===== src/inc/mfecb_map.vh =====
/*
 * Register offsets, field positions and reset values of the meter front end
 * configuration bits.
 * Assumes inclusion by the single design file; it holds definitions only.
 */
`ifndef MFECB_MAP_VH
`define MFECB_MAP_VH

// ----------------------------------------------------------------------------
// Register indices; the byte address of each register is four times its index
// ----------------------------------------------------------------------------
`define MFECB_ADDR_ENGINE_CTRL 16'h2000
`define MFECB_ADDR_BANDGAP_SWAP 16'h2002
`define MFECB_ADDR_CONVERTER 16'h2005
`define MFECB_ADDR_BATTERY 16'h2020
`define MFECB_ADDR_BOOT_SIZE 16'h20a7
`define MFECB_ADDR_ENGINE_LOC 16'h20a8
`define MFECB_ADDR_CUR_MASTER 16'h20ab
`define MFECB_ADDR_CUR_AB 16'h20ac
`define MFECB_ADDR_CUR_CD 16'h20ad
`define MFECB_ADDR_WAKE_CTRL 16'h20f0

// ----------------------------------------------------------------------------
// Field positions
// ----------------------------------------------------------------------------
`define MFECB_BIT_ENGINE_FAST 3
`define MFECB_BIT_ENGINE_EN 4
`define MFECB_BIT_SWAP_MODE_LO 4
`define MFECB_BIT_CONVERTER_EN 3
`define MFECB_BIT_BATTERY_EN 6
`define MFECB_BIT_CUR_MASTER 0
`define MFECB_BIT_CUR_LO 0
`define MFECB_BIT_CUR_HI 4
`define MFECB_BIT_WAKE_STROBE 0

// ----------------------------------------------------------------------------
// Reset and wake values, chop modes, scale
// ----------------------------------------------------------------------------
`define MFECB_RST_BOOT_SIZE 8'h01
`define MFECB_RST_ENGINE_LOC 8'h31
`define MFECB_SWAP_TOGGLE_ALT 2'h0
`define MFECB_SWAP_POSITIVE 2'h1
`define MFECB_SWAP_REVERSED 2'h2
`define MFECB_SWAP_TOGGLE 2'h3
`define MFECB_KB_SHIFT 10
`define MFECB_FAST_KHZ 32'h0000_2710
`define MFECB_SLOW_KHZ 32'h0000_1388

`endif


===== src/rtl/mfecb_config_regs.v =====
/*
 * Configuration register bank of the meter front end: converter, battery
 * measurement, boot region, compute engine and chop controls, reached over
 * AXI4-Lite with 32-bit data and one aligned word per register, at four times its index.
 * Assumes one 125 MHz clock, an asynchronous active-low reset, and that the
 * multiplexer frame sync and end-of-interval marker are synchronous inputs.
 */
`include "mfecb_map.vh"
`timescale 1ns/1ps
`default_nettype none

module mfecb_config_regs #(
   parameter ADDR_W = 16
) (
   input wire clock_in,
   input wire rst_n_in,
   input wire [ADDR_W-1:0] s_axi_awaddr_in,
   input wire s_axi_awvalid_in,
   output reg s_axi_awready_out,
   input wire [31:0] s_axi_wdata_in,
   input wire [3:0] s_axi_wstrb_in,
   input wire s_axi_wvalid_in,
   output reg s_axi_wready_out,
   output reg [1:0] s_axi_bresp_out,
   output reg s_axi_bvalid_out,
   input wire s_axi_bready_in,
   input wire [ADDR_W-1:0] s_axi_araddr_in,
   input wire s_axi_arvalid_in,
   output reg s_axi_arready_out,
   output reg [31:0] s_axi_rdata_out,
   output reg [1:0] s_axi_rresp_out,
   output reg s_axi_rvalid_out,
   input wire s_axi_rready_in,
   input wire mux_frame_sync_in,
   input wire accumulation_interval_end_in,
   output reg converter_enable_out,
   output reg battery_load_out,
   output reg battery_route_out,
   output reg engine_enable_out,
   output reg engine_fast_clock_select_out,
   output reg [31:0] engine_clock_khz_out,
   output reg [17:0] boot_region_end_out,
   output reg [17:0] engine_program_start_out,
   output reg bandgap_swap_out,
   output reg alternate_frame_request_out,
   output reg [3:0] current_swap_out
);

   // ----------------------------------------------------------------------------
   // Reset release
   // ----------------------------------------------------------------------------
   reg rst_meta_q;
   reg rst_sync_q;
   always @(posedge clock_in or negedge rst_n_in) begin
      if (!rst_n_in) begin
         rst_meta_q <= 1'b0;
         rst_sync_q <= 1'b0;
      end else begin
         rst_meta_q <= 1'b1;
         rst_sync_q <= rst_meta_q;
      end
   end
   wire rst_n = rst_sync_q;

   // ----------------------------------------------------------------------------
   // Configuration fields
   // ----------------------------------------------------------------------------
   reg converter_en_q;
   reg battery_en_q;
   reg [7:0] boot_size_q;
   reg engine_fast_q;
   reg engine_en_q;
   reg [7:0] engine_loc_q;
   reg [1:0] swap_mode_q;
   reg cur_master_q;
   reg [3:0] cur_swap_q;

   // ----------------------------------------------------------------------------
   // Write channel
   // ----------------------------------------------------------------------------
   reg aw_held_q;
   reg w_held_q;
   reg [ADDR_W-1:0] aw_addr_q;
   reg [31:0] w_data_q;
   reg [3:0] w_strb_q;
   wire aw_take = s_axi_awvalid_in && s_axi_awready_out;
   wire w_take = s_axi_wvalid_in && s_axi_wready_out;
   wire do_write = aw_held_q && w_held_q && !s_axi_bvalid_out;
   // An unaligned address is refused rather than folded onto a neighbour.
   wire [15:0] wr_idx = {2'b00, aw_addr_q[15:2]};
   wire wr_aligned = (aw_addr_q[1:0] == 2'b00);
   reg wr_hit;
   reg wake_pulse;

   always @* begin
      case (wr_idx)
         `MFECB_ADDR_ENGINE_CTRL,
         `MFECB_ADDR_BANDGAP_SWAP,
         `MFECB_ADDR_CONVERTER,
         `MFECB_ADDR_BATTERY,
         `MFECB_ADDR_BOOT_SIZE,
         `MFECB_ADDR_ENGINE_LOC,
         `MFECB_ADDR_CUR_MASTER,
         `MFECB_ADDR_CUR_AB,
         `MFECB_ADDR_CUR_CD,
         `MFECB_ADDR_WAKE_CTRL: wr_hit = wr_aligned;
         default: wr_hit = 1'b0;
      endcase
   end

   // Each register is its own aligned word, so its byte sits in lane 0.
   wire [7:0] wb = w_data_q[7:0];
   wire we0 = do_write && w_strb_q[0] && wr_hit;

   always @(posedge clock_in or negedge rst_n) begin
      if (!rst_n) begin
         s_axi_awready_out <= 1'b0;
         s_axi_wready_out <= 1'b0;
         s_axi_bvalid_out <= 1'b0;
         s_axi_bresp_out <= 2'h0;
         aw_held_q <= 1'b0;
         w_held_q <= 1'b0;
         aw_addr_q <= {ADDR_W{1'b0}};
         w_data_q <= 32'h0000_0000;
         w_strb_q <= 4'h0;
      end else begin
         s_axi_awready_out <= !aw_held_q && !aw_take;
         s_axi_wready_out <= !w_held_q && !w_take;
         if (aw_take) begin
            aw_held_q <= 1'b1;
            aw_addr_q <= s_axi_awaddr_in;
         end
         if (w_take) begin
            w_held_q <= 1'b1;
            w_data_q <= s_axi_wdata_in;
            w_strb_q <= s_axi_wstrb_in;
         end
         if (do_write) begin
            s_axi_bvalid_out <= 1'b1;
            s_axi_bresp_out <= wr_hit ? 2'h0 : 2'h2;
         end else if (s_axi_bvalid_out && s_axi_bready_in) begin
            s_axi_bvalid_out <= 1'b0;
            aw_held_q <= 1'b0;
            w_held_q <= 1'b0;
         end
      end
   end

   // ----------------------------------------------------------------------------
   // Register updates
   // ----------------------------------------------------------------------------
   // Wake is a write-only strobe; it reloads the wake values but leaves the
   // battery enable alone, since its wake value is undefined.
   always @* begin
      wake_pulse = we0 && (wr_idx == `MFECB_ADDR_WAKE_CTRL)
         && wb[`MFECB_BIT_WAKE_STROBE];
   end

   always @(posedge clock_in or negedge rst_n) begin
      if (!rst_n) begin
         converter_en_q <= 1'b0;
         battery_en_q <= 1'b0;
         boot_size_q <= `MFECB_RST_BOOT_SIZE;
         engine_fast_q <= 1'b0;
         engine_en_q <= 1'b0;
         engine_loc_q <= `MFECB_RST_ENGINE_LOC;
         swap_mode_q <= `MFECB_SWAP_TOGGLE_ALT;
         cur_master_q <= 1'b0;
         cur_swap_q <= 4'h0;
      end else if (wake_pulse) begin
         converter_en_q <= 1'b0;
         boot_size_q <= `MFECB_RST_BOOT_SIZE;
         engine_fast_q <= 1'b0;
         engine_en_q <= 1'b0;
         engine_loc_q <= `MFECB_RST_ENGINE_LOC;
         swap_mode_q <= `MFECB_SWAP_TOGGLE_ALT;
         cur_master_q <= 1'b0;
         cur_swap_q <= 4'h0;
      end else if (we0) begin
         case (wr_idx)
            `MFECB_ADDR_ENGINE_CTRL: begin
               engine_fast_q <= wb[`MFECB_BIT_ENGINE_FAST];
               engine_en_q <= wb[`MFECB_BIT_ENGINE_EN];
            end
            `MFECB_ADDR_BANDGAP_SWAP:
               swap_mode_q <= wb[`MFECB_BIT_SWAP_MODE_LO +: 2];
            `MFECB_ADDR_CONVERTER: converter_en_q <= wb[`MFECB_BIT_CONVERTER_EN];
            `MFECB_ADDR_BATTERY: battery_en_q <= wb[`MFECB_BIT_BATTERY_EN];
            `MFECB_ADDR_BOOT_SIZE: boot_size_q <= wb;
            `MFECB_ADDR_ENGINE_LOC: engine_loc_q <= wb;
            `MFECB_ADDR_CUR_MASTER: cur_master_q <= wb[`MFECB_BIT_CUR_MASTER];
            `MFECB_ADDR_CUR_AB: begin
               cur_swap_q[0] <= wb[`MFECB_BIT_CUR_LO];
               cur_swap_q[1] <= wb[`MFECB_BIT_CUR_HI];
            end
            `MFECB_ADDR_CUR_CD: begin
               cur_swap_q[2] <= wb[`MFECB_BIT_CUR_LO];
               cur_swap_q[3] <= wb[`MFECB_BIT_CUR_HI];
            end
            default: begin
            end
         endcase
      end
   end

   // ----------------------------------------------------------------------------
   // Read channel
   // ----------------------------------------------------------------------------
   wire [15:0] rd_idx = {2'b00, s_axi_araddr_in[15:2]};
   reg [7:0] rd_byte;
   reg rd_hit;
   always @* begin
      rd_byte = 8'h00;
      rd_hit = (s_axi_araddr_in[1:0] == 2'b00);
      case (rd_idx)
         `MFECB_ADDR_ENGINE_CTRL: begin
            rd_byte[`MFECB_BIT_ENGINE_FAST] = engine_fast_q;
            rd_byte[`MFECB_BIT_ENGINE_EN] = engine_en_q;
         end
         `MFECB_ADDR_BANDGAP_SWAP: rd_byte[`MFECB_BIT_SWAP_MODE_LO +: 2] = swap_mode_q;
         `MFECB_ADDR_CONVERTER: rd_byte[`MFECB_BIT_CONVERTER_EN] = converter_en_q;
         `MFECB_ADDR_BATTERY: rd_byte[`MFECB_BIT_BATTERY_EN] = battery_en_q;
         `MFECB_ADDR_BOOT_SIZE: rd_byte = boot_size_q;
         `MFECB_ADDR_ENGINE_LOC: rd_byte = engine_loc_q;
         `MFECB_ADDR_CUR_MASTER: rd_byte[`MFECB_BIT_CUR_MASTER] = cur_master_q;
         `MFECB_ADDR_CUR_AB: begin
            rd_byte[`MFECB_BIT_CUR_LO] = cur_swap_q[0];
            rd_byte[`MFECB_BIT_CUR_HI] = cur_swap_q[1];
         end
         `MFECB_ADDR_CUR_CD: begin
            rd_byte[`MFECB_BIT_CUR_LO] = cur_swap_q[2];
            rd_byte[`MFECB_BIT_CUR_HI] = cur_swap_q[3];
         end
         `MFECB_ADDR_WAKE_CTRL: rd_byte = 8'h00;
         default: rd_hit = 1'b0;
      endcase
   end

   wire ar_take = s_axi_arvalid_in && s_axi_arready_out;
   always @(posedge clock_in or negedge rst_n) begin
      if (!rst_n) begin
         s_axi_arready_out <= 1'b0;
         s_axi_rvalid_out <= 1'b0;
         s_axi_rdata_out <= 32'h0000_0000;
         s_axi_rresp_out <= 2'h0;
      end else begin
         s_axi_arready_out <= !s_axi_rvalid_out && !ar_take;
         if (ar_take) begin
            s_axi_rvalid_out <= 1'b1;
            s_axi_rdata_out <= rd_hit ? {24'h00_0000, rd_byte} : 32'h0000_0000;
            s_axi_rresp_out <= rd_hit ? 2'h0 : 2'h2;
         end else if (s_axi_rvalid_out && s_axi_rready_in) begin
            s_axi_rvalid_out <= 1'b0;
         end
      end
   end

   // ----------------------------------------------------------------------------
   // Bandgap chop sequencing
   // ----------------------------------------------------------------------------
   // The interval-end marker is latched so that the sync edge that closes the
   // interval, which may arrive later, is the one that skips the toggle.
   reg sync_prev_q;
   reg interval_end_q;
   wire sync_rise = mux_frame_sync_in && !sync_prev_q;

   always @(posedge clock_in or negedge rst_n) begin
      if (!rst_n) begin
         sync_prev_q <= 1'b0;
         interval_end_q <= 1'b0;
         bandgap_swap_out <= 1'b0;
         alternate_frame_request_out <= 1'b0;
      end else begin
         sync_prev_q <= mux_frame_sync_in;
         if (sync_rise) begin
            interval_end_q <= accumulation_interval_end_in;
            alternate_frame_request_out <= 1'b0;
            case (swap_mode_q)
               `MFECB_SWAP_TOGGLE_ALT: begin
                  if (interval_end_q || accumulation_interval_end_in) begin
                     alternate_frame_request_out <= 1'b1;
                     interval_end_q <= 1'b0;
                  end else begin
                     bandgap_swap_out <= !bandgap_swap_out;
                  end
               end
               `MFECB_SWAP_POSITIVE: bandgap_swap_out <= 1'b0;
               `MFECB_SWAP_REVERSED: bandgap_swap_out <= 1'b1;
               `MFECB_SWAP_TOGGLE: bandgap_swap_out <= !bandgap_swap_out;
               default: bandgap_swap_out <= bandgap_swap_out;
            endcase
         end else if (accumulation_interval_end_in) begin
            interval_end_q <= 1'b1;
         end
      end
   end

   // ----------------------------------------------------------------------------
   // Registered control outputs
   // ----------------------------------------------------------------------------
   always @(posedge clock_in or negedge rst_n) begin
      if (!rst_n) begin
         converter_enable_out <= 1'b0;
         battery_load_out <= 1'b0;
         battery_route_out <= 1'b0;
         engine_enable_out <= 1'b0;
         engine_fast_clock_select_out <= 1'b0;
         engine_clock_khz_out <= 32'h0000_0000;
         boot_region_end_out <= 18'h00000;
         engine_program_start_out <= 18'h00000;
         current_swap_out <= 4'h0;
      end else begin
         converter_enable_out <= converter_en_q;
         battery_load_out <= battery_en_q;
         battery_route_out <= battery_en_q && alternate_frame_request_out;
         engine_enable_out <= engine_en_q;
         engine_fast_clock_select_out <= engine_fast_q;
         engine_clock_khz_out <= engine_en_q ?
            (engine_fast_q ? `MFECB_FAST_KHZ : `MFECB_SLOW_KHZ) : 32'h0000_0000;
         boot_region_end_out <= {boot_size_q, 10'h000};
         engine_program_start_out <= {engine_loc_q, 10'h000};
         current_swap_out <= cur_master_q ? cur_swap_q : 4'h0;
      end
   end

   // No display register lives here, so nothing has to survive the low-power
   // mode transitions; every field is held in ordinary flops.

endmodule

`default_nettype wire


===== config.mk =====
export PLATFORM = sky130hd
export DESIGN_NAME = mfecb_config_regs
export DESIGN_NICKNAME = d
export VERILOG_FILES = /design/src/rtl/mfecb_config_regs.v
export VERILOG_INCLUDE_DIRS = /design/src /design/src/inc
export SDC_FILE = /design/constraint.sdc
export NUM_CORES = 1
export LEC_CHECK = 0
export ABC_AREA = 1
export ABC_CLOCK_PERIOD_IN_PS = 5800
export BUFFER_PORTS_ARGS = -buffer_cell sky130_fd_sc_hd__buf_2
export CORE_ASPECT_RATIO = 1.75
export CORE_MARGIN = 5
export CORE_UTILIZATION = 30
export CTS_CLUSTER_DIAMETER = 120
export DETAILED_ROUTE_END_ITERATION = 8
export PLACE_DENSITY = 0.55
export SYNTH_ARGS = -nofsm -noshare
export SYNTH_HDL_FRONTEND = slang
export SYNTH_SLANG_ARGS = --single-unit

===== constraint.sdc =====
create_clock -name clock_in -period 5.8 [get_ports clock_in]
set_input_delay 0 -clock clock_in [delete_from_list [all_inputs] [get_ports clock_in]]
set_output_delay 0 -clock clock_in [all_outputs]
set_load 0.02 [all_outputs]

# Word-level counts from Yosys, hierarchy flattened
# Cells that the tools add are included.
dict set report word_totals {
  regBits 140
  input_bits 77
  output_inout_bits 120
}
dict set report op_classes {
  eq_ne 24
  n_mux 58
  bitwise 1
  reduce_logical 53
}
# cell n
set ops {}
lappend ops {{$eq A14 B14 Y1 const B} 20}
lappend ops {{$mux W8} 7}
lappend ops {{$mux W1} 31}
lappend ops {{$mux W14} 2}
lappend ops {{$reduce_bool A2 Y1} 12}
lappend ops {{$reduce_or A10 Y1} 2}
lappend ops {{$reduce_and A2 Y1} 9}
lappend ops {{$logic_and A1 B1 Y1} 16}
lappend ops {{$mux W2} 7}
lappend ops {{$mux W4} 3}
lappend ops {{$logic_not A1 Y1} 9}
lappend ops {{$pmux W1 S4} 2}
lappend ops {{$logic_not A2 Y1} 3}
lappend ops {{$pmux W1 S3} 2}
lappend ops {{$pmux W1 S6} 1}
lappend ops {{$pmux W1 S5} 1}
lappend ops {{$eq A2 B2 Y1 const B} 2}
lappend ops {{$pmux W2 S2} 1}
lappend ops {{$reduce_and A3 Y1} 1}
lappend ops {{$eq A2 B1 Y1 const B} 1}
lappend ops {{$ne A2 B2 Y1 const B} 1}
lappend ops {{$pmux W1 S2} 1}
lappend ops {{$logic_or A1 B1 Y1} 1}
lappend ops {{$not A1 Y1} 1}

# Depth between registers and ports, before layout
# Gate-level depths: netlist of run 1.
dict set report depth {
  depth_word 8
  depth_mapped 14
  depth_no_buf 14
}

# Worst setup path after synthesis of run 1
# OpenSTA, ideal clock, no wires.
dict set report synth_path {
  path_kind {reg2reg}
  startpoint {register aw_addr_q[13]}
  endpoint {register cur_swap_q[0]}
  setup_ps 126
  t_arrival_ps 1581
  required_time_ps 5674
  path_slack_ps 4092
  stages_incl_launch_ff 13
  path_buffers 2
  synth_period_minus_slack_ps 1708
  cell_sequence {dfrtp_1 > nor2_1 > nand2_1 > nor2_4 > buf_6 > nand3_1 > nand2_1 > nor2_2 > a21oi_4 > nand4_4 > buf_6 > nand3_1 > o21ai_1}
}
dict set report synth_between {
  elab_chain_len 8
  elab_cells_between_ends 19
  cone_classes {eq/ne: 10; mux: 2; reduce/logical: 7}
}
# item line_no
set synth_rtl {}
lappend synth_rtl {{from (decl)} mfecb_config_regs.v:83} ;# reg [ADDR_W-1:0] aw_addr_q;
lappend synth_rtl {{from (signal assigned)} mfecb_config_regs.v:123} ;# aw_addr_q <= {ADDR_W{1'b0}};
lappend synth_rtl {{from (signal assigned)} mfecb_config_regs.v:131} ;# aw_addr_q <= s_axi_awaddr_in;
lappend synth_rtl {{$eq A14 B14 Y1, on equally long branches} {mfecb_config_regs.v:96, mfecb_config_regs.v:180}}
lappend synth_rtl {{$reduce_or A10 Y1} mfecb_config_regs.v:96} ;# case (wr_idx)
lappend synth_rtl {{$mux W1} mfecb_config_regs.v:96}
lappend synth_rtl {{$logic_and A1 B1 Y1} mfecb_config_regs.v:113} ;# wire we0 = do_write && w_strb_q[0] && wr_hit;
lappend synth_rtl {{$logic_and A1 B1 Y1 (2 in a row)} mfecb_config_regs.v:155} ;# wake_pulse = we0 && (wr_idx == `MFECB_ADDR_WAKE_CTRL)
lappend synth_rtl {{$reduce_bool A2 Y1 (no source line)} n/a}
lappend synth_rtl {{$reduce_and A2 Y1 (no source line)} n/a}
lappend synth_rtl {{to (signal assigned)} mfecb_config_regs.v:193} ;# cur_swap_q[0] <= wb[`MFECB_BIT_CUR_LO];
lappend synth_rtl {{to (decl)} mfecb_config_regs.v:76} ;# reg [3:0] cur_swap_q;
# Parallel ways exist; a longest one is shown, timed or not.
# A chain may end at the register's enable or synchronous reset.

# Worst setup path after layout of run 1
dict set report layout_path {
  startpoint {register aw_addr_q[11]}
  endpoint {register swap_mode_q[1]}
}
dict set report layout_between {
  elab_chain_len 8
  elab_cells_between_ends 19
  cone_classes {eq/ne: 10; mux: 2; reduce/logical: 7}
}
# item line_no
set layout_rtl {}
lappend layout_rtl {{$eq A14 B14 Y1, on equally long branches} {mfecb_config_regs.v:96, mfecb_config_regs.v:180}}
lappend layout_rtl {{$reduce_or A10 Y1} mfecb_config_regs.v:96}
lappend layout_rtl {{$mux W1} mfecb_config_regs.v:96}
lappend layout_rtl {{$logic_and A1 B1 Y1} mfecb_config_regs.v:113}
lappend layout_rtl {{$logic_and A1 B1 Y1 (2 in a row)} mfecb_config_regs.v:155}
lappend layout_rtl {{$reduce_bool A2 Y1 (no source line)} n/a}
lappend layout_rtl {{$reduce_and A2 Y1 (no source line)} n/a}
lappend layout_rtl {{to (signal assigned)} mfecb_config_regs.v:167} ;# swap_mode_q <= `MFECB_SWAP_TOGGLE_ALT;
lappend layout_rtl {{to (signal assigned)} mfecb_config_regs.v:176} ;# swap_mode_q <= `MFECB_SWAP_TOGGLE_ALT;
lappend layout_rtl {{to (signal assigned)} mfecb_config_regs.v:186} ;# swap_mode_q <= wb[`MFECB_BIT_SWAP_MODE_LO +: 2];
lappend layout_rtl {{to (decl)} mfecb_config_regs.v:74} ;# reg [1:0] swap_mode_q;
# Parallel ways exist; a longest one is shown, timed or not.

==> out/qor.txt, run 1 <==
Ports - 197
Critical Path Most Common Cell - nand2_1
Hold path cells - 4
Max_slew headroom - 0.532
Fin crit share - 0.417
Post-synth EDFFs - 0
Sequential element share of the synthesized area - 0.503
Site Rows - 63
Root buf cell - clkbuf_16
WP data required - 6.03 ns
Fraction of the mapped netlist area in adder cells - 0.00492
Setup Fix Bufs, Post-CTS - 0
Mapped cell area - 5090 um^2
Largest net degree at the start of global routing - 55
Fraction of layout cells with a size suffix above 1 - 0.189
Commonest non-fill, non-tap cells in the layout - nand2_1 (167), buf_2 (99), dfrtp_1 (97), conb_1 (71), inv_1 (59)
Avg Cell Area, Syn - 8.35 um^2
DR iter-0 viols - 154
Synth-to-Final Area Change - 20.5%
Power per cell area - 314 nW/um^2
CTS sink count - 102
Most common cell after layout, fill and taps aside - nand2_1
Routed vias/inst - 4.09
Static Leak - 3.44 nW
ANT cells - 0
Final hold violations - 0
First-pass GRT wire length - 18.6 mm
Final ANT Viol Nets - 0
Filler cells - 1,764
CORE AREA - 16,800 um^2
Crit path time final - 2.42 ns
Dpl hpwl - 8.84 mm
Max-slew violations - 0
Final Skew - 0.0104 ns
Clk Latency, worst-skew pair - 0.35 ns
Avg WL per Cell - 12.0 um
Setup TNS - 0 ns
Port Buffer Count - 99
Largest stage delay on the critical path - 0.50 ns
Routed via count - 3,957
# H-tree levels - 3
Overflow after GRT - 0
CP max-delay cell - nand4_4
Final WS setup - 3.38 ns
Multi-input logic area - 1890 um^2
CP startpoint kind - flip-flop
Yosys warns - 0
Vias in the first global route - 3,824
Pre-CTS setup slack - 3.40 ns
Status - complete, no violations
CP Class - flip-flop to flip-flop
Worst path cell trace - nor2_1, nand2_1, nor2_4, nand3b_1, nand2_1, nor2_2, a21oi_4, nand4_4, nand3_1, nand2_1
DRT Pass-1 Iters - 4
Top FF cell, synth - dfrtp_1
Die Ht - 182 um
Max Clock Freq - 0.413 GHz
Final Core Density - 0.365
Chip Width - 108 um
Compound-Gate Fraction of Synth Area - 0.0472
Clk buf depth - 2
Final Setup Violations - 0
Placer Congestion - 0.831
Synth Area in Simple Gates - 0.265
Crit end category - flip-flop
Max-capacitance violation count - 0
Unique masters post-synth - 35
Initial antenna violation count - 0
Post-route DRC violation count - 0
Slew @ Worst Pin - 0.702 ns
Post-synthesis register bit count - 102
GRT Resource Usage Total - 0.118
Final net count - 815
CP max FO - 44
Synth area leader - dfrtp_1
Die area - 19,800 um^2
TritonCTS clock tree - done
WP data arrival - 2.65 ns
Post-synthesis mux area share - 0.00197
Storage cell area - 2560 um^2
Worst r2r path cells - 10
XOR/XNOR Fraction of Synth Area - 0
Final WL - 11.6 mm
Initial core utilization - 0.303
Asr flop ratio synth - 1.00
Largest family of logic cells by synthesized area - simple AND/OR/NAND/NOR gates
Cells after synthesis - 609
RSZ-0062 raised after global routing - false
Clk slew on worst S/H paths - 0.08 ns
Min-delay worst type - input port to flip-flop
Synth top area share - 0.482
Max rail drop VDD - 0.000176 V
Top cells by area, synth - dfrtp_1 (48%), nand2_1 (12%), buf_4 (11%)
CTS buffer count - 9
## where the power goes
part,switching [mW],total [mW],internal [mW]
sequential,0.0961,0.917,0.821
clock,0.302,0.611,0.309
combinational,0.275,0.398,0.123
## timing repair
action | 4_1_cts | 5_1_grt
hold buffers | 33 | 0
hold endpoints to repair | 35 | 0
gates resized for setup | 0 | 0
## kinds of logic after synthesis
| group | after synthesis |
|---|---|
| buffers and inverters | 152 |
| AO/OA/AOI/OAI | 41 |
| adder cells (fa/ha/maj) | 2 |
| flip-flops | 102 |
| AND/OR/NAND/NOR | 309 |
| other | 2 |
| multiplexers | 1 |
## metal layers
layer  share of wire  wire length (um)  up-vias  GRT usage
met5               0                 0        -          0
met2            0.52              6030      134      0.212
met1            0.40              4660     1796      0.138
li1                -                 -     2015          -
met4           0.018               204        0     0.0430
met3           0.065               755       12     0.0195
## synthesized netlist by cell type, types with 2 or more instances
| cell type | number |
|---|---|
| a21oi_1 | 7 |
| a22o_1 | 3 |
| buf_4 | 77 |
| buf_6 | 5 |
| clkbuf_1 | 4 |
| clkinv_1 | 2 |
| conb_1 | 2 |
| dfrtp_1 | 98 |
| dfstp_2 | 4 |
| ha_1 | 2 |
| inv_1 | 59 |
| inv_2 | 5 |
| nand2_1 | 167 |
| nand2_2 | 4 |
| nand3_1 | 56 |
| nand3_2 | 2 |
| nand3b_1 | 4 |
| nand4_1 | 7 |
| nor2_1 | 53 |
| nor2_2 | 4 |
| nor3_1 | 5 |
| o211ai_1 | 2 |
| o21a_1 | 2 |
| o21ai_0 | 21 |
| o21ai_1 | 4 |
## area by class of cell
type / instances / area share
multi-input combinational: 424 / 0.309
tap: 227 / 0.0463
sequential: 102 / 0.418
clock buffer: 9 / 0.0367
timing repair buffer: 133 / 0.136
inverter: 66 / 0.0404
clock inverter: 7 / 0.0141
## path summary, 6_finish.rpt
kind	start	to	slack, ns
worst max-delay path	aw_addr_q[11]$_DFFE_PN0P_	swap_mode_q[1]$_DFFE_PN0P_	3.38
worst min-delay path	s_axi_wvalid_in	w_data_q[1]$_DFFE_PN0P_	0.02
worst max register to register	aw_addr_q[11]$_DFFE_PN0P_	swap_mode_q[1]$_DFFE_PN0P_	3.38
worst min register to register	rst_n$_DFF_PN0_	engine_program_start_out[11]$_DFF_PN0_	0.34
max in group asynchronous	rst_n$_DFF_PN0_	engine_program_start_out[10]$_DFF_PN0_	4.31
min in group asynchronous	rst_n$_DFF_PN0_	engine_program_start_out[11]$_DFF_PN0_	0.34
## flip-flops by register name, indices dropped and copies added (netlist names), 2 cells and up
register	count
aw_addr_q	16
boot_region_end_out	8
boot_size_q	8
engine_loc_q	8
engine_program_start_out	8
s_axi_rdata_out	8
w_data_q	8
cur_swap_q	4
current_swap_out	4
engine_clock_khz_out	3
swap_mode_q	2
## worst max-delay path: cells and delay by family (launching register included)
family	cells	cell delay [ns]
AOI/OAI and AO/OA	1	0.19
DFF	1	0.39
and+or+nand+nor	9	1.69
## stage by stage
| step | cells | instance area [um^2] | hold WS (ns) | total power [mW] |
|---|---|---|---|---|
| 2_1_floorplan | 678 | 5350 | -0.296 | 1.24 |
| 3_3_place_gp | 919 | 5490 | -0.214 | 1.31 |
| 3_5_place_dp | 919 | 5490 | -0.212 | 1.32 |
| 4_1_cts | 968 | 6130 | 0.0164 | 1.96 |
| 5_1_grt | 968 | 6130 | 0.0621 | 2.06 |
| 6_report | 968 | 6130 | 0.0208 | 1.93 |
No activity file was read; power rests on OpenSTA's default activity.
==> inputs of run 2 (changes only) <==
--- a/config.mk
+++ b/config.mk
@@ -7,14 +7,14 @@
 export NUM_CORES = 1
 export LEC_CHECK = 0
 export ABC_AREA = 1
-export ABC_CLOCK_PERIOD_IN_PS = 5800
+export ABC_CLOCK_PERIOD_IN_PS = 2000
 export BUFFER_PORTS_ARGS = -buffer_cell sky130_fd_sc_hd__buf_2
 export CORE_ASPECT_RATIO = 1.75
 export CORE_MARGIN = 5
 export CORE_UTILIZATION = 30
 export CTS_CLUSTER_DIAMETER = 120
 export DETAILED_ROUTE_END_ITERATION = 8
-export PLACE_DENSITY = 0.55
+export PLACE_DENSITY = 0.57
 export SYNTH_ARGS = -nofsm -noshare
 export SYNTH_HDL_FRONTEND = slang
 export SYNTH_SLANG_ARGS = --single-unit
==> constraint.sdc (replaced) <==
create_clock -name clock_in -period 2 [get_ports clock_in]
set_input_delay 0 -clock clock_in [delete_from_list [all_inputs] [get_ports clock_in]]
set_output_delay 0 -clock clock_in [all_outputs]
set_load 0.02 [all_outputs]
==> run 2 against run 1 <==
Sequential share of layout area shrank 1.7 points. Utilization rose by 1.6 points. Total power increased to 3.0 times the previous value. Design area up 4.3%. Sequential power grew to 2.9 times the previous value. Critical path type unchanged. Largest power group unchanged.
==> out/qor.txt, run 2 (synthesis gave the netlist of run 1 again) <==
Power per cell area - 907 nW/um^2 (was 314 nW/um^2)
WP data arrival - 2.14 ns (was 2.65 ns)
Avg WL per Cell - 12.1 um (was 12.0 um)
Final Skew - 0.00765 ns (was 0.0104 ns)
CORE AREA - 16,800 um^2 (unchanged)
Chip Width - 108 um (unchanged)
R2R Setup Slk - 0.09 ns (was 3.38 ns)
Delay-heaviest family, CP - simple AND/OR/NAND/NOR gates (unchanged)
Final WL - 11.9 mm (was 11.6 mm)
Dpl hpwl - 9.16 mm (was 8.84 mm)
Crit end category - flip-flop (unchanged)
CP startpoint kind - flip-flop (unchanged)
Largest stage delay on the critical path - 0.40 ns (was 0.50 ns)
ANT cells - 0 (unchanged)
Max Clock Freq - 0.523 GHz (was 0.413 GHz)
Post-route DRC violation count - 0 (unchanged)
Final hold violations - 0 (unchanged)
Initial core utilization - 0.303 (unchanged)
Max-slew violations - 0 (unchanged)
Final Setup Violations - 0 (unchanged)
# H-tree levels - 3 (unchanged)
Die Ht - 182 um (unchanged)
Max FFs per register - 16 (unchanged)
CTS buffer count - 9 (unchanged)
Fraction of layout cells with a size suffix above 1 - 0.224 (was 0.189)
Commonest non-fill, non-tap cells in the layout - nand2_1 (162), buf_2 (99), dfrtp_1 (97), conb_1 (71), inv_1 (59) (was nand2_1 (167), buf_2 (99), dfrtp_1 (97), conb_1 (71), inv_1 (59))
CP Class - flip-flop to flip-flop (unchanged)
Status - complete, no violations (unchanged)
Min-delay worst type - input port to flip-flop (unchanged)
CTS sink count - 102 (unchanged)
Final Core Density - 0.381 (was 0.365)
Bufs and invs on worst path - 2 (was 0)
Initial antenna violation count - 0 (unchanged)
Port Buffer Count - 99 (unchanged)
Fin crit share - 0.955 (was 0.417)
Clk Latency, worst-skew pair - 0.35 ns (about the same)
First-pass GRT wire length - 19.1 mm (was 18.6 mm)
Root buf cell - clkbuf_16 (unchanged)
Final ANT Viol Nets - 0 (unchanged)
Worst path cell trace - nor2_2, nand2_2, nor2_4, buf_6, nand2_1, nand3_2, nor2_2, nand2_2, nand3_4, buf_4, o21ai_0, a21boi_1 (was nor2_1, nand2_1, nor2_4, nand3b_1, nand2_1, nor2_2, a21oi_4, nand4_4, nand3_1, nand2_1)
DR iter-0 viols - 91 (was 154)
Ports - 197 (unchanged)
Overflow after GRT - 0 (unchanged)
Largest Register - aw_addr_q (unchanged)
Filler cells - 1,737 (was 1,764)
Vias in the first global route - 3,918 (was 3,824)
CP max-delay cell - dfrtp_1 (was nand4_4)
Setup TNS - 0 ns (unchanged)
Max rail drop VDD - 0.000441 V (was 0.000176 V)
Most common cell after layout, fill and taps aside - nand2_1 (unchanged)
Routed via count - 4,040 (was 3,957)
Crit path time final - 1.91 ns (was 2.42 ns)
Routed vias/inst - 4.09 (about the same)
Site Rows - 63 (unchanged)
WP data required - 2.23 ns (was 6.03 ns)
Clk slew on worst S/H paths - 0.08 ns (about the same)
Final net count - 834 (was 815)
Largest net degree at the start of global routing - 45 (was 55)
Max-capacitance violation count - 0 (unchanged)
Synth-to-Final Area Change - 25.7% (was 20.5%)
TritonCTS clock tree - done (unchanged)
DRT Pass-1 Iters - 5 (was 4)
CP max FO - 6 (was 44)
Die area - 19,800 um^2 (unchanged)
Clk buf depth - 2 (unchanged)
GRT Resource Usage Total - 0.122 (was 0.118)
RSZ-0062 raised after global routing - true (was false)
Static Leak - 3.57 nW (was 3.44 nW)
Placer Congestion - 0.859 (was 0.831)
run 2: path summary, 6_finish.rpt:
path | start | end | depth (start not counted)
hold / removal | s_axi_wvalid_in | w_data_q[1]$_DFFE_PN0P_ | 4
hold reg to reg | rst_n$_DFF_PN0_ | boot_region_end_out[17]$_DFF_PN0_ | 0
setup reg to reg | aw_addr_q[11]$_DFFE_PN0P_ | converter_en_q$_DFFE_PN0P_ | 12
max in group asynchronous | rst_n$_DFF_PN0_ | boot_size_q[0]$_DFFE_PN1P_ | 1
setup / recovery | aw_addr_q[11]$_DFFE_PN0P_ | converter_en_q$_DFFE_PN0P_ | 12
min in group asynchronous | rst_n$_DFF_PN0_ | boot_region_end_out[17]$_DFF_PN0_ | 0
run 2: final cells by class:
| class | count | area, um^2 | area share |
|---|---|---|---|
| sequential | 102 | 2560 | 0.401 |
| multi-input combinational | 425 | 1960 | 0.307 |
| timing repair buffer | 151 | 1010 | 0.158 |
| tap | 227 | 284 | 0.0444 |
| inverter | 66 | 253 | 0.0395 |
| clock buffer | 9 | 225 | 0.0352 |
| clock inverter | 7 | 101 | 0.0158 |
run 2: stage by stage:
step	cell area (um^2)	power (mW)	hold WS (ns)	setup WS, ns	cells
2_1_floorplan	5350	3.59	-0.296	0.292	678
3_3_place_gp	5620	3.84	-0.214	0.0587	932
3_5_place_dp	5620	3.86	-0.212	0.0412	932
4_1_cts	6280	5.83	0.0138	0.0257	981
5_1_grt	6390	6.19	0.0451	-0.0909	987
6_report	6390	5.80	0.0283	0.0895	987
run 2: what timing repair did:
item / CTS / global route
buffers inserted: 0 / 5
endpoints found under the hold margin: 35 / 0
endpoints found under the setup margin: 0 / 27
hold buffers: 33 / 0
resized for setup: 0 / 20
run 2: worst min-delay path, stage by stage:
cell and delay, ns:
buf_2 0.07, nand2_1 0.13, nand2_1 0.09, nand2_1 0.04
run 2: per-layer routing:
layer / global-route usage / wire (um) / up-vias
met5: 0 / 0 / -
met4: 0.0495 / 285 / 0
met3: 0.0244 / 836 / 14
met2: 0.217 / 6170 / 141
met1: 0.140 / 4630 / 1836
li1: - / - / 2049
run 2: power by group:
| part | switching [mW] | internal (mW) | total, mW |
|---|---|---|---|
| Clock | 0.869 | 1.01 | 1.88 |
| Sequential | 0.281 | 2.38 | 2.66 |
| Combinational | 0.844 | 0.416 | 1.26 |
==> inputs of run 3 (changes only) <==
--- a/config.mk
+++ b/config.mk
@@ -6,15 +6,16 @@
 export SDC_FILE = /design/constraint.sdc
 export NUM_CORES = 1
 export LEC_CHECK = 0
-export ABC_AREA = 1
+export ABC_AREA = 0
 export ABC_CLOCK_PERIOD_IN_PS = 2000
-export BUFFER_PORTS_ARGS = -buffer_cell sky130_fd_sc_hd__buf_2
 export CORE_ASPECT_RATIO = 1.75
 export CORE_MARGIN = 5
 export CORE_UTILIZATION = 30
 export CTS_CLUSTER_DIAMETER = 120
 export DETAILED_ROUTE_END_ITERATION = 8
-export PLACE_DENSITY = 0.57
+export DONT_BUFFER_PORTS = 1
+export PLACE_DENSITY = 0.46
 export SYNTH_ARGS = -nofsm -noshare
 export SYNTH_HDL_FRONTEND = slang
 export SYNTH_SLANG_ARGS = --single-unit
+export TNS_END_PERCENT = 30
==> run 3 against run 2 <==
Total power fell by 3.3%. First-iteration DRC count shrank 13%. Routed wire length fell by 6.4%. Highest routed layer unchanged. Worst setup slack lost 0.0055 ns. Sequential cell count did not move. Largest power group unchanged. Critical path depth down 6. Synthesized cell count fell by 32%. Design area is 13% lower. Sequential power grew 5%. Global-route usage fell by 0.11 points. Register-to-register slack about the same.
==> out/qor.txt, run 3 <==
Status - complete, no violations (unchanged)
DRT Pass-1 Iters - 4 (was 5)
Power, Total - 5.61 mW (was 5.80 mW)
Setup TNS - 0 ns (unchanged)
First-pass GRT wire length - 17.7 mm (was 19.1 mm)
Initial core utilization - 0.305 (was 0.303)
Top post-synthesis cells by count - dfrtp_1 (98), buf_4 (79), nor2_1 (29), mux2_2 (26), nand2_1 (19) (was nand2_1 (167), dfrtp_1 (98), buf_4 (77), inv_1 (59), nand3_1 (56))
Final WS setup - 0.0840 ns (was 0.0895 ns)
Delay-heaviest family, CP - simple AND/OR/NAND/NOR gates (unchanged)
Sequential element share of the synthesized area - 0.528 (was 0.503)
CP max-delay cell - dfrtp_1 (unchanged)
Post-route cell area - 5570 um^2 (was 6390 um^2)
Asr flop ratio synth - 1.00 (unchanged)
Multi-input logic area - 1910 um^2 (was 1960 um^2)
Final net count - 548 (was 834)
Post-route DRC violation count - 0 (unchanged)
Bufs and invs on worst path - 1 (was 2)
Avg Cell Area, Syn - 11.6 um^2 (was 8.35 um^2)
Post-synthesis register bit count - 102 (unchanged)
Sw Ratio - 0.318 (was 0.344)
Crit path time final - 1.92 ns (was 1.91 ns)
Ports - 197 (unchanged)
Root buf cell - clkbuf_16 (unchanged)
Final Core Density - 0.351 (was 0.381)
Chip Width - 106 um (was 108 um)
Final Skew - 0.00969 ns (was 0.00765 ns)
Routed via count - 3,085 (was 4,040)
CTS sink count - 102 (unchanged)
Post-DP Area - 4890 um^2 (was 5620 um^2)
GRT Resource Usage Total - 0.121 (was 0.122)
Pint - 3.82 mW (was 3.81 mW)
CP max FO - 10 (was 6)
# H-tree levels - 3 (unchanged)
Largest family of logic cells by synthesized area - simple AND/OR/NAND/NOR gates (unchanged)
Storage cell area - 2560 um^2 (unchanged)
Final hold violations - 0 (unchanged)
Final Setup Violations - 0 (unchanged)
Synth Area in Simple Gates - 0.140 (was 0.265)
Fraction of the mapped netlist area in adder cells - 0.00517 (was 0.00492)
CTS buffer count - 9 (unchanged)
CP Class - flip-flop to flip-flop (unchanged)
Fin Hold WS - 0.00528 ns (was 0.0283 ns)
Filler cells - 1,597 (was 1,737)
Vias in the first global route - 3,130 (was 3,918)
Die Ht - 178 um (was 182 um)
Max rail drop VDD - 0.000490 V (was 0.000441 V)
Pre-CTS setup slack - 0.0739 ns (was 0.0412 ns)
TritonCTS clock tree - done (unchanged)
Clk buf depth - 2 (unchanged)
Final WL - 11.2 mm (was 11.9 mm)
Post-synthesis mux area share - 0.0977 (was 0.00197)
Compound-Gate Fraction of Synth Area - 0.0881 (was 0.0472)
Largest Register - aw_addr_q (unchanged)
Clk Latency, worst-skew pair - 0.34 ns (was 0.35 ns)
Max-slew violations - 0 (unchanged)
Initial antenna violation count - 0 (unchanged)
Fraction of layout cells with a size suffix above 1 - 0.184 (was 0.224)
Most common cell after layout, fill and taps aside - dfrtp_1 (was nand2_1)
Synth-to-Final Area Change - 15.0% (was 25.7%)
Top cells by area, synth - dfrtp_1 (51%), buf_4 (12%), mux2_2 (6.0%) (was dfrtp_1 (48%), nand2_1 (12%), buf_4 (11%))
Synth area leader - dfrtp_1 (unchanged)
Synth top area share - 0.506 (was 0.482)
Die area - 18,900 um^2 (was 19,800 um^2)
Max-capacitance violation count - 0 (unchanged)
WP data arrival - 2.19 ns (was 2.14 ns)
Largest net degree at the start of global routing - 33 (was 45)
Slew @ Worst Pin - 0.546 ns
Cells after synthesis - 416 (was 609)
Count leader, synth - dfrtp_1 (was nand2_1)
Logic pwr share - 0.206 (was 0.217)
Power per cell area - 1010 nW/um^2 (was 907 nW/um^2)
Clock share of power - 0.294 (was 0.324)
Largest stage delay on the critical path - 0.41 ns (was 0.40 ns)
Top FF cell, synth - dfrtp_1 (unchanged)
Site Rows - 61 (was 63)
Worst path cell trace - nor4b_4, nand4_1, nor3_1, buf_4, nor2b_1, a211o_1 (was nor2_2, nand2_2, nor2_4, buf_6, nand2_1, nand3_2, nor2_2, nand2_2, nand3_4, buf_4, o21ai_0, a21boi_1)
CP startpoint kind - flip-flop (unchanged)
Post-Place Cells - 609 (was 932)
Avg WL per Cell - 16.8 um (was 12.1 um)
Post-synth EDFFs - 0 (unchanged)
Psw - 1.79 mW (was 1.99 mW)
Final ANT Viol Nets - 0 (unchanged)
Placer Congestion - 0.824 (was 0.859)
Overflow after GRT - 0 (unchanged)
Max FFs per register - 16 (unchanged)
Crit end category - flip-flop (unchanged)
Routed vias/inst - 4.65 (was 4.09)
Fin crit share - 0.958 (was 0.955)
CORE AREA - 15,900 um^2 (was 16,800 um^2)
Yosys warns - 0 (unchanged)
DR iter-0 viols - 79 (was 91)
ANT cells - 0 (unchanged)
Dpl hpwl - 8.71 mm (was 9.16 mm)
Static Leak - 2.58 nW (was 3.57 nW)
Max Clock Freq - 0.522 GHz (was 0.523 GHz)
Non-Filler Instances - 663 (was 987)
Port Buffer Count - 0 (was 99)
Mapped cell area - 4840 um^2 (was 5090 um^2)
RSZ-0062 raised after global routing - true (unchanged)
Unique masters post-synth - 58 (was 35)
Min-delay worst type - input port to flip-flop (unchanged)
XOR/XNOR Fraction of Synth Area - 0.00362 (was 0)
WP data required - 2.28 ns (was 2.23 ns)
Commonest non-fill, non-tap cells in the layout - dfrtp_1 (97), conb_1 (71), dlygate4sd3_1 (36), nor2_1 (29), mux2_2 (26) (was nand2_1 (162), buf_2 (99), dfrtp_1 (97), conb_1 (71), inv_1 (59))
Part of the power in registers - 0.500 (was 0.459)
Max_slew headroom - 0.637
Clk slew on worst S/H paths - 0.07 ns (was 0.08 ns)
==> run 3: cell count changes after synthesis, sizes merged, moves of 7 or more <==
| cell | previous run | this run |
|---|---|---|
| and2 | 1 | 8 |
| inv | 64 | 7 |
| mux2 | 0 | 26 |
| mux2i | 1 | 18 |
| nand2 | 171 | 19 |
| nand3 | 59 | 4 |
| nor2 | 58 | 29 |
| nor3 | 5 | 14 |
==> run 3: path summary, 6_finish.rpt <==
| check | startpoint | to | slack [ns] | cells past startpoint |
|---|---|---|---|---|
| setup / recovery | aw_addr_q[14]$_DFFE_PN0P_ | engine_loc_q[5]$_DFFE_PN1P_ | 0.08 | 6 |
| hold / removal | s_axi_araddr_in[1] | s_axi_rdata_out[6]$_DFFE_PN0P_ | 0.005 | 3 |
| setup reg to reg | aw_addr_q[14]$_DFFE_PN0P_ | engine_loc_q[5]$_DFFE_PN1P_ | 0.08 | 6 |
| hold reg to reg | rst_n$_DFF_PN0_ | engine_program_start_out[17]$_DFF_PN0_ | 0.23 | 0 |
| max in group asynchronous | rst_n$_DFF_PN0_ | aw_addr_q[7]$_DFFE_PN0P_ | 1.10 | 1 |
| min in group asynchronous | rst_n$_DFF_PN0_ | engine_program_start_out[17]$_DFF_PN0_ | 0.23 | 0 |
==> run 3: cell type report <==
cell class                      instances  share of cell area
Clock buffer                           11              0.0418
Clock inverter                          5             0.00719
Inverter                                7             0.00472
Multi-Input combinational cell        290               0.343
Sequential cell                       102               0.460
Tap cell                              189              0.0425
Timing Repair Buffer                   59               0.101
==> run 3: cells by family after synthesis <==
| logic type | Yosys count |
|---|---|
| DFF | 102 |
| buffers and inverters | 93 |
| muxes | 44 |
| xor gates and xnor gates | 2 |
| and+or+nand+nor | 112 |
| other | 2 |
| AOI/OAI and AO/OA | 59 |
| adders and majority gates | 2 |
==> run 3: power by group through the flow <==
stage	Combinational [mW]	Clock (mW)	Sequential, mW
floorplan	0.887	0	2.77
detailed placement	1.07	0	2.86
CTS	1.14	1.73	2.82
global route	1.28	1.81	2.87
finish	1.15	1.65	2.80
global placement	1.04	0	2.84
==> run 3: worst register-to-register path, stage by stage, from the launching register on <==
cell and delay (ns):
dfrtp_1 0.41, nor4b_4 0.40, nand4_1 0.27, nor3_1 0.21, buf_4 0.24, nor2b_1 0.07, a211o_1 0.26
==> run 3: metal layers <==
layer  track usage  part of all wire  vias to the layer above
li1              -                 -                     1427
met1         0.133              0.37                     1521
met2         0.221              0.54                      129
met3        0.0340             0.072                        8
met4        0.0405             0.012                        0
met5             0                 0                        -
==> run 3: timing repair <==
| item | 4_1_cts | 5_1_grt |
|---|---|---|
| endpoints found under the setup margin | 0 | 11 |
| gates resized for setup | 0 | 6 |
| setup buffers | 0 | 2 |
| endpoints found under the hold margin | 40 | 0 |
| hold buffers | 36 | 0 |
